### src/core/ccr_consts.svh
// named constants for the charger configuration register pair
`ifndef CCR_CONSTS_SVH
`define CCR_CONSTS_SVH

// ==========================================================
// register offsets
`define CCR_ADDR_CFG0 8'h16
`define CCR_ADDR_CFG1 8'h17

// ==========================================================
// field positions, first configuration register
`define CCR_B_SWOFF 6
`define CCR_B_STBY 5
`define CCR_B_WDT 4
`define CCR_MODE_HI 3
`define CCR_MODE_LO 0

// ==========================================================
// field positions, second configuration register
`define CCR_B_PREQUAL_ENABLE 7
`define CCR_B_PQTMR 6
`define CCR_RSTRT_HI 5
`define CCR_RSTRT_LO 4
`define CCR_B_STAT 3
`define CCR_FC_HI 2
`define CCR_FC_LO 0

// ==========================================================
// reset values
`define CCR_RST_MODE 4'h5
`define CCR_RST_CFG1 8'hd9

// ==========================================================
// power-path mode codes
`define CCR_MODE_OFF_HI 4'h3
`define CCR_MODE_DCDC 4'h4
`define CCR_MODE_CHG_LO 4'h5
`define CCR_MODE_CHG_HI 4'h7
`define CCR_MODE_OTG 4'ha

// ==========================================================
// recharge threshold decode, mV per cell
`define CCR_RSTRT_OFF 2'h3
`define CCR_RSTRT_MV0 8'h64
`define CCR_RSTRT_MV1 8'h96
`define CCR_RSTRT_MV2 8'hc8
`define CCR_RSTRT_MV_NONE 8'h00

// ==========================================================
// fast-charge timer decode, hours
`define CCR_FC_OFF 3'h0
`define CCR_FC_CODE_MAX 3'h7
`define CCR_FC_HR_OFFSET 4'h2
`define CCR_FC_HR_MAX 4'ha
`define CCR_FC_HR_NONE 4'h0

// ==========================================================
// watchdog period
`define CCR_CLK_HZ 50000000
`define CCR_WDT_PERIOD_S 2

`endif

### src/core/ccr_pkg.sv
// types shared by the charger configuration register block
package ccr_pkg;
   typedef logic [3:0] ccr_mode_t;
   typedef logic [7:0] ccr_byte_t;
endpackage

### src/core/ccr_charger_config_regs.sv
// charger configuration registers with power-path decode and watchdog
// Overview of operation
// - bit 6 of config 0 forces battery-to-system switch off; 0 leaves it automatic
// - switch-off readback is register bit ORed with the external disable pin
// - standby bit 5 forces DC-DC off into input standby; 0 automatic
// - standby readback returns the standby setting actually in force
// - bit 4 enables watchdog; charger runs only while watchdog is serviced
// - mode 0x0-0x3 turns charger, OTG and DC-DC off; battery feeds system
// - mode 0x4 runs DC-DC only, charger and OTG off
// - mode 0x5-0x7 enables charger and DC-DC, OTG off
// - mode 0xA runs reverse buck OTG, forward path off, battery switch kept on
// - mode field readback returns the configuration actually applied
// - config 1 bit 7 enables low-battery prequalification
// - bit 6 enables prequal timer; off means no timer fault in prequal
// - bits 5:4 select recharge threshold 100/150/200 mV per cell or disabled
// - bit 3 enables the charge indicator output
// - fast-charge timer code 0 disables; 1..7 give 3,4,5,6,7,8,10 hours
`timescale 1ns/1ps
`include "ccr_consts.svh"

module ccr_charger_config_regs
   import ccr_pkg::*;
#(
   parameter int WDT_CYCLES = `CCR_WDT_PERIOD_S * `CCR_CLK_HZ,
   parameter int WDT_W = 27
) (
   input wire logic clk_in,
   input wire logic rst_in,
   input wire logic [7:0] reg_addr_in,
   input wire logic [7:0] reg_wdata_in,
   input wire logic reg_wr_in,
   input wire logic reg_rd_in,
   output logic [7:0] reg_rdata_out,
   output logic reg_ack_out,
   input wire logic battery_switch_disable_pin_in,
   input wire logic watchdog_clear_in,
   output logic batt_sys_switch_off_out,
   output logic batt_switch_keep_on_out,
   output logic input_standby_force_out,
   output logic charger_en_out,
   output logic dcdc_en_out,
   output logic otg_en_out,
   output logic watchdog_expired_out,
   output logic prequal_enable_out,
   output logic prequal_timer_enable_out,
   output logic [1:0] recharge_threshold_sel_out,
   output logic [7:0] recharge_mv_per_cell_out,
   output logic stat_output_enable_out,
   output logic [2:0] fast_charge_timeout_sel_out,
   output logic [3:0] fast_charge_hours_out
);

   // ==========================================================
   // decode helpers
   function automatic logic mode_reserved(input ccr_mode_t m);
      mode_reserved = (m > `CCR_MODE_CHG_HI) && (m != `CCR_MODE_OTG);
   endfunction

   function automatic logic [3:0] fc_hours(input logic [2:0] c);
      if (c == `CCR_FC_OFF) begin
         fc_hours = `CCR_FC_HR_NONE;
      end else if (c == `CCR_FC_CODE_MAX) begin
         fc_hours = `CCR_FC_HR_MAX;
      end else begin
         fc_hours = {1'b0, c} + `CCR_FC_HR_OFFSET;
      end
   endfunction

   function automatic logic [7:0] rstrt_mv(input logic [1:0] c);
      case (c)
         2'h0: rstrt_mv = `CCR_RSTRT_MV0;
         2'h1: rstrt_mv = `CCR_RSTRT_MV1;
         2'h2: rstrt_mv = `CCR_RSTRT_MV2;
         default: rstrt_mv = `CCR_RSTRT_MV_NONE;
      endcase
   endfunction

   // ==========================================================
   // pin synchroniser
   logic pin_s1_q;
   logic pin_s2_q;

   always_ff @(posedge clk_in or posedge rst_in) begin
      if (rst_in) begin
         pin_s1_q <= 1'b0;
         pin_s2_q <= 1'b0;
      end else begin
         pin_s1_q <= battery_switch_disable_pin_in;
         pin_s2_q <= pin_s1_q;
      end
   end

   // ==========================================================
   // configuration storage
   logic swoff_q;
   logic stby_q;
   logic watchdog_enable_bit_q;
   ccr_mode_t mode_q;
   ccr_byte_t cfg1_q;
   logic wr_cfg0;
   logic wr_cfg1;
   logic swoff_eff;

   assign wr_cfg0 = reg_wr_in && (reg_addr_in == `CCR_ADDR_CFG0);
   assign wr_cfg1 = reg_wr_in && (reg_addr_in == `CCR_ADDR_CFG1);
   assign swoff_eff = swoff_q || pin_s2_q;

   always_ff @(posedge clk_in or posedge rst_in) begin
      if (rst_in) begin
         swoff_q <= 1'b0;
         stby_q <= 1'b0;
         watchdog_enable_bit_q <= 1'b0;
         mode_q <= `CCR_RST_MODE;
      end else if (wr_cfg0) begin
         swoff_q <= reg_wdata_in[`CCR_B_SWOFF];
         stby_q <= reg_wdata_in[`CCR_B_STBY];
         watchdog_enable_bit_q <= reg_wdata_in[`CCR_B_WDT];
         // reserved codes leave the applied mode alone
         if (!mode_reserved(reg_wdata_in[`CCR_MODE_HI:`CCR_MODE_LO])) begin
            mode_q <= reg_wdata_in[`CCR_MODE_HI:`CCR_MODE_LO];
         end
      end
   end

   always_ff @(posedge clk_in or posedge rst_in) begin
      if (rst_in) begin
         cfg1_q <= `CCR_RST_CFG1;
      end else if (wr_cfg1) begin
         cfg1_q <= reg_wdata_in;
      end
   end

   // ==========================================================
   // register read port
   always_ff @(posedge clk_in or posedge rst_in) begin
      if (rst_in) begin
         reg_rdata_out <= 8'h00;
         reg_ack_out <= 1'b0;
      end else begin
         reg_ack_out <= reg_rd_in || reg_wr_in;
         if (reg_rd_in && reg_addr_in == `CCR_ADDR_CFG0) begin
            // readback shows what is applied, not what was written
            reg_rdata_out <= {1'b0, swoff_eff, stby_q, watchdog_enable_bit_q, mode_q};
         end else if (reg_rd_in && reg_addr_in == `CCR_ADDR_CFG1) begin
            reg_rdata_out <= cfg1_q;
         end else begin
            reg_rdata_out <= 8'h00;
         end
      end
   end

   // ==========================================================
   // watchdog
   logic [WDT_W-1:0] wdt_cnt_q;
   logic wdt_term;

   assign wdt_term = (wdt_cnt_q == WDT_W'(WDT_CYCLES - 1));

   // expiry in the clear cycle still sets the flag; a held terminal count must not block later clears
   always_ff @(posedge clk_in or posedge rst_in) begin
      if (rst_in) begin
         wdt_cnt_q <= '0;
         watchdog_expired_out <= 1'b0;
      end else if (!watchdog_enable_bit_q) begin
         wdt_cnt_q <= '0;
         watchdog_expired_out <= 1'b0;
      end else begin
         if (watchdog_clear_in) begin
            wdt_cnt_q <= '0;
         end else if (!wdt_term) begin
            wdt_cnt_q <= wdt_cnt_q + 1'b1;
         end
         if (wdt_term && !watchdog_expired_out) begin
            watchdog_expired_out <= 1'b1;
         end else if (watchdog_clear_in) begin
            watchdog_expired_out <= 1'b0;
         end
      end
   end

   // ==========================================================
   // power-path decode
   logic chg_d;
   logic dcdc_d;
   logic otg_d;

   always_comb begin
      chg_d = 1'b0;
      dcdc_d = 1'b0;
      otg_d = 1'b0;
      if (mode_q <= `CCR_MODE_OFF_HI) begin
         chg_d = 1'b0;
      end else if (mode_q == `CCR_MODE_DCDC) begin
         dcdc_d = 1'b1;
      end else if (mode_q <= `CCR_MODE_CHG_HI) begin
         chg_d = 1'b1;
         dcdc_d = 1'b1;
      end else if (mode_q == `CCR_MODE_OTG) begin
         otg_d = 1'b1;
      end
      // standby shuts the converter in every direction
      if (stby_q) begin
         chg_d = 1'b0;
         dcdc_d = 1'b0;
         otg_d = 1'b0;
      end
      // lapsed watchdog stops charging only, system stays powered
      if (watchdog_expired_out) begin
         chg_d = 1'b0;
      end
   end

   always_ff @(posedge clk_in or posedge rst_in) begin
      if (rst_in) begin
         charger_en_out <= 1'b0;
         dcdc_en_out <= 1'b0;
         otg_en_out <= 1'b0;
         batt_sys_switch_off_out <= 1'b0;
         batt_switch_keep_on_out <= 1'b0;
         input_standby_force_out <= 1'b0;
      end else begin
         charger_en_out <= chg_d;
         dcdc_en_out <= dcdc_d;
         otg_en_out <= otg_d;
         batt_sys_switch_off_out <= swoff_eff;
         batt_switch_keep_on_out <= otg_d;
         input_standby_force_out <= stby_q;
      end
   end

   // ==========================================================
   // charge configuration outputs
   always_ff @(posedge clk_in or posedge rst_in) begin
      if (rst_in) begin
         prequal_enable_out <= 1'b0;
         prequal_timer_enable_out <= 1'b0;
         recharge_threshold_sel_out <= 2'h0;
         recharge_mv_per_cell_out <= 8'h00;
         stat_output_enable_out <= 1'b0;
         fast_charge_timeout_sel_out <= 3'h0;
         fast_charge_hours_out <= 4'h0;
      end else begin
         prequal_enable_out <= cfg1_q[`CCR_B_PREQUAL_ENABLE];
         prequal_timer_enable_out <= cfg1_q[`CCR_B_PQTMR];
         recharge_threshold_sel_out <= cfg1_q[`CCR_RSTRT_HI:`CCR_RSTRT_LO];
         recharge_mv_per_cell_out <= rstrt_mv(cfg1_q[`CCR_RSTRT_HI:`CCR_RSTRT_LO]);
         stat_output_enable_out <= cfg1_q[`CCR_B_STAT];
         fast_charge_timeout_sel_out <= cfg1_q[`CCR_FC_HI:`CCR_FC_LO];
         fast_charge_hours_out <= fc_hours(cfg1_q[`CCR_FC_HI:`CCR_FC_LO]);
      end
   end
endmodule // ccr_charger_config_regs

### config.mk
export PLATFORM = sky130hd
export DESIGN_NAME = ccr_charger_config_regs
export DESIGN_NICKNAME = d
export VERILOG_FILES = /design/src/core/ccr_pkg.sv /design/src/core/ccr_charger_config_regs.sv
export VERILOG_INCLUDE_DIRS = /design/src /design/src/core
export SDC_FILE = /design/constraint.sdc
export NUM_CORES = 1
export LEC_CHECK = 0
export BUFFER_PORTS_ARGS = -buffer_cell sky130_fd_sc_hd__buf_4
export CORE_MARGIN = 5
export CORE_UTILIZATION = 36
export DETAILED_ROUTE_END_ITERATION = 8
export PLACE_DENSITY = 0.54
export SLEW_MARGIN = 10
export SYNTH_ARGS = -nofsm -noshare
export SYNTH_HDL_FRONTEND = slang
export SYNTH_SLANG_ARGS = --single-unit
### constraint.sdc
create_clock -name clk_in -period 5.8 [get_ports clk_in]
set_input_delay 0.87 -clock clk_in [delete_from_list [all_inputs] [get_ports clk_in]]
set_output_delay 0.87 -clock clk_in [all_outputs]
set_load 0.01 [all_outputs]
# After elaboration in Yosys (flattened, before gate mapping)
# Cells that the tools add are included.
[totals]
register_bits = 79
inputBits = 22
output_inout_bits = 36
elab_cells = 76
[classes]
n_addsub = 2
order_cmp = 3
n_eq_ne = 11
mux = 24
bitwise_logic = 1
reduce_logical = 12
[op_table]
columns = ["cell", "n"]
rows = [
  ["two-way mux 27 bit", 3],
  ["adder 27 x 1 -> 27 bit, second input constant", 1],
  ["== test 27 bit, second input constant", 1],
  ["one-hot mux 8 bit (3 select lines)", 1],
  ["== test 8 x 5 -> 1 bit, second input constant", 2],
  ["two-way mux 1 bit", 16],
  ["two-way mux 8 bit", 2],
  ["two-way mux 4 bit", 2],
  ["logical AND 1 bit", 6],
  ["adder 3 x 2 -> 4 bit, second input constant", 1],
  ["== test 4 x 3 -> 1 bit, second input constant", 1],
  ["== test 4 bit, second input constant", 1],
  ["> comparator 4 x 3 -> 1 bit, second input constant", 1],
  ["less-or-equal comparator 4 x 2 -> 1 bit, second input constant", 1],
  ["less-or-equal comparator 4 x 3 -> 1 bit, second input constant", 1],
  ["inequality test 4 bit, second input constant", 1],
  ["== test 3 bit, second input constant", 1],
  ["zero test 3 bit", 1],
  ["inequality test 3 x 2 -> 1 bit, second input constant", 1],
  ["inequality test 3 bit, second input constant", 1],
  ["== test 2 x 1 -> 1 bit, second input constant", 1],
  ["== test 2 bit, second input constant", 1],
  ["zero test 2 bit", 1],
  ["logical OR 1 bit", 2],
  ["3 further kinds", 3],
]

# Longest topological paths before layout
[logic_depth]
depth_word = 6
ltp_mapped = 6
mapped_depth_nobuf = 6

# Least setup slack after synthesis
# Ideal clock, no wire load.
[synth_path]
kind = "input to register"
startpoint = "input reg_addr_in[7]"
endpoint = "register cfg1_q[1]"
setup_time_ns = 0.125
t_arrival_ns = 1.953
path_slack_ns = 3.723
cell_stages = 4
n_path_buf = 0
cell_sequence = "nor4b_1 > and4b_1 > nand3_1 > mux2_2"
[synth_between]
elab_chain_len = 2
[synth_lines]
columns = ["item", "line_no", "rtl"]
rows = [
  ["start: declaration", "ccr_charger_config_regs.sv:29", "input wire logic [7:0] reg_addr_in,"],
  ["== test 8 x 5 -> 1 bit (no line)", "--", ""],
  ["logical AND 1 bit", "ccr_charger_config_regs.sv:105", "assign wr_cfg1 = reg_wr_in && (reg_addr_in == `CCR_ADDR_CFG1);"],
  ["end signal: assignment", "ccr_charger_config_regs.sv:127", "cfg1_q <= `CCR_RST_CFG1;"],
  ["end signal: assignment", "ccr_charger_config_regs.sv:129", "cfg1_q <= reg_wdata_in;"],
  ["end: declaration", "ccr_charger_config_regs.sv:99", "ccr_byte_t cfg1_q;"],
]
# No other way between the ends.
# A chain may end at the register's enable or synchronous reset.

# Final worst setup path
[layout_path]
startpoint = "register wdt_cnt_q[17]"
endpoint = "register wdt_cnt_q[0]"
[layout_between]
elab_chain_len = 2
[layout_lines]
columns = ["item", "line_no", "rtl"]
rows = [
  ["start: declaration", "ccr_charger_config_regs.sv:154", "logic [WDT_W-1:0] wdt_cnt_q;"],
  ["start signal: assignment", "ccr_charger_config_regs.sv:171", "wdt_cnt_q <= wdt_cnt_q + 1'b1;"],
  ["== test 27 bit", "ccr_charger_config_regs.sv:157", "assign wdt_term = (wdt_cnt_q == WDT_W'(WDT_CYCLES - 1));"],
  ["inequality test 3 bit (no line)", "--", ""],
]
# No other way between the ends.

==> results.sh <==
export IMPL_yosys_cell_types_count=45
export IMPL_synth_warnings=0
export IMPL_drt_wl_total_mm=6.436
export IMPL_drt_iter0_markers=39
export IMPL_cts_root_buffer="clkbuf_8"
export IMPL_rows=34
export IMPL_antenna_left=0
export IMPL_worstPathRequired_ps=5990
export IMPL_worst_slew_pin_slew_ps=943.0
export IMPL_async_flop_share=1.000
export IMPL_die_w_um=104.8
export IMPL_ys_ff_latch=77
export IMPL_firstDrtPassIters=4
export IMPL_status="complete, no violations"
export IMPL_end_kind="register"
export IMPL_finClkSkew_ps=9.583
export IMPL_synth_seq_area_share=0.5985
export IMPL_wl_met1_mm=2.989
export IMPL_globalplace_congestion=0.7647
export IMPL_leakage_nw=1.822
export IMPL_cts_tree="yes"
export IMPL_slew_viol_final=0
export IMPL_synth_area_per_cell_um2=11.68
export IMPL_rsz0062_at_grt="no"
export IMPL_cts_buffers=9
export IMPL_viasPerCell=4.811
export IMPL_clockPowerShare=0.415
export IMPL_synth_largest_area_cell="dfrtp_1"
export IMPL_htreeDepth=3
export IMPL_fp_coreArea_um2=8721
export IMPL_cts_buffer_depth=2
export IMPL_whs_ps=353.6
export IMPL_io_pins=58
export IMPL_hp_start="pin_s1_q"
export IMPL_area_delta_synth_final_pct=22.82
export IMPL_switching_share=0.2240
export IMPL_fin_nets=368
export IMPL_r2r_setup_slack_ps=3730
export IMPL_vdd_drop_max_uv=118.2
export IMPL_maxCapViolations=0
export IMPL_tns_ps=0
export IMPL_critPathKind="register to register"
export IMPL_numPortBuffers=56
export IMPL_grt_overflow=0
export IMPL_routed_wl_met3_um=230
export IMPL_cts_clk_slew_worst_paths_ps=80
export IMPL_netlist_area_um2=3234
export IMPL_arrival_ps=2270
export IMPL_grt_usage=0.1254
export IMPL_n_antenna_cell=0
export IMPL_fmax_ghz=0.4825
export IMPL_setup_viol=0
export IMPL_p_per_area_nw_per_um2=267.2
export IMPL_synthFlopType="dfrtp_1"
export IMPL_drive_above_1_share=0.2865
export IMPL_cts_num_sinks=77
export IMPL_crit_path_start="wdt_cnt_q[17]"
export IMPL_initial_core_util=0.3709
export IMPL_via_count=2165
export IMPL_relSlewSlack=0.3714
export IMPL_clk_latency_ps=340
export IMPL_wl_per_cell_um=14.30
export IMPL_p_comb_frac=0.056
export IMPL_fin_crit_ps=2072
export IMPL_switchingPower_mw=0.2378
export IMPL_top_layer="met4"
export IMPL_grt_max_degree=78
export IMPL_dr_wl_met2_mm=3.127
export IMPL_antenna_found_initial=0
export IMPL_synth_fp_nets=308
export IMPL_fillCellCount=833
export IMPL_hold_viol=0
export IMPL_timing_rr_start="wdt_cnt_q[17]"
export IMPL_grt_pass1_vias=2262
export IMPL_start_kind="register"
export IMPL_synth_area_leaders="dfrtp_1 (54%), dfstp_2 (5.7%), nor2_1 (4.3%)"
export IMPL_postCtsSetupRepairBufs=0
export IMPL_dieArea_um2=10980
export IMPL_hold_class="register to register"
export IMPL_p_int_mw=0.8237
export IMPL_period_share=0.3573
export IMPL_syn_inst=277
export IMPL_grt_pass1_wl_mm=11.29
export IMPL_synth_top_area_share=0.5416
export IMPL_dp_hpwl_mm=4.521
export IMPL_drc=0
export IMPL_cts_hold_buf=0
export IMPL_path_max_fanout=6
export IMPL_cts_resized=0
export IMPL_p_seq_frac=0.529
export IMPL_die_y_um=104.8
export IMPL_synth_edf_count=0
==> final timing paths <==
check,end,cells after the start
worst max-delay path,wdt_cnt_q[0],5
worst min-delay path,pin_s2_q,0
worst max register to register,wdt_cnt_q[0],5
worst min register to register,pin_s2_q,0
max in group asynchronous,cfg1_q[1],3
min in group asynchronous,wdt_cnt_q[2],3
==> layer usage <==
metal | up-vias | global-route usage
met1 | 1049 | 0.1691
met5 | - | 0
met4 | 0 | 0.04384
met2 | 38 | 0.1974
li1 | 1069 | -
met3 | 9 | 0.03083
==> cells in the final DEF (no fill, tap or decap), drive strengths merged, types with 3 or more instances in the layout <==
master / netlist / routed
nor3b: 3 / 3
dfstp: 7 / 7
nor2: 37 / 37
nand4: 8 / 8
clkbuf: 5 / 10
nand2b: 4 / 4
dfrtp: 70 / 70
buf: 3 / 57
nand2: 23 / 23
a21oi: 6 / 6
or2: 3 / 3
xor2: 14 / 14
nand3: 15 / 15
xnor2: 9 / 9
nor3: 4 / 4
and2: 6 / 6
nor4: 4 / 4
o21ai: 4 / 4
mux2: 8 / 8
a22o: 7 / 7
inv: 5 / 5
ha: 9 / 9
==> flip-flops by register name, summed over array words and instances, names as in the netlist, 2 cells and up <==
name	cells
fast_charge_hours_out	4
mode_q	4
wdt_cnt_q	27
fast_charge_timeout_sel_out	3
recharge_mv_per_cell_out	6
recharge_threshold_sel_out	2
cfg1_q	8
reg_rdata_out	8
==> critical path, cell delays in order, from the launching register on <==
cell and delay (ps):
dfrtp_1 440, or4bb_1 550, nor4_2 430, nand2_1 250
xnor2_1 210, nor2_1 60
==> metrics by stage <==
step | std cells | utilization | power (mW) | setup slack (ps) | cell area [um2]
floorplan | 277 | - | 0.5974 | 2975 | 3234
global placement | 434 | 0.4307 | 0.6333 | 3432 | 3756
detailed placement | 434 | 0.4307 | 0.6339 | 3417 | 3756
CTS | 450 | 0.4555 | 1.076 | 3715 | 3973
global route | 450 | 0.4555 | 1.112 | 3488 | 3973
finish | 450 | 0.4555 | 1.062 | 3728 | 3973
==> synth_stat cells (all sizes together) (5+ instances only) <==
cell     n
dfrtp   70
nor2    37
nand2   23
nand3   15
xor2    14
ha       9
xnor2    9
mux2     8
nand4    8
a22o     7
dfstp    7
a21oi    6
and2     6
clkbuf   5
inv      5
==> final cells by class <==
cell class / count / area, um2 / area share
Timing Repair Buffer: 57 / 427.9 / 0.1077
Inverter: 5 / 18.77 / 0.004724
Sequential cell: 77 / 1936 / 0.4872
Clock buffer: 10 / 127.6 / 0.03213
Tap cell: 108 / 135.1 / 0.03402
Clock inverter: 6 / 88.84 / 0.02236
Multi-Input combinational cell: 187 / 1239 / 0.3118
==> power by group through the flow <==
stage	registers, mW	logic (mW)	clock network, mW
after floorplan	0.575	0.0228	0
after global placement	0.573	0.0608	0
after detailed placement	0.573	0.0614	0
after CTS	0.562	0.0616	0.453
after global routing	0.564	0.0672	0.481
final	0.562	0.0592	0.441
==> cells by family after synthesis <==
| logic type | count (synthesis) | synth area share |
|---|---|---|
| multiplexers | 9 | 0.03095 |
| buffers and inverters | 13 | 0.01857 |
| flip-flops | 77 | 0.5985 |
| AND/OR/NAND/NOR | 118 | 0.1950 |
| other | 1 | 0.001159 |
| adder cells (fa/ha/maj) | 9 | 0.03482 |
| XOR/XNOR | 23 | 0.06228 |
| AO/OA/AOI/OAI | 27 | 0.05881 |
No activity file was read; power rests on OpenSTA's default activity.
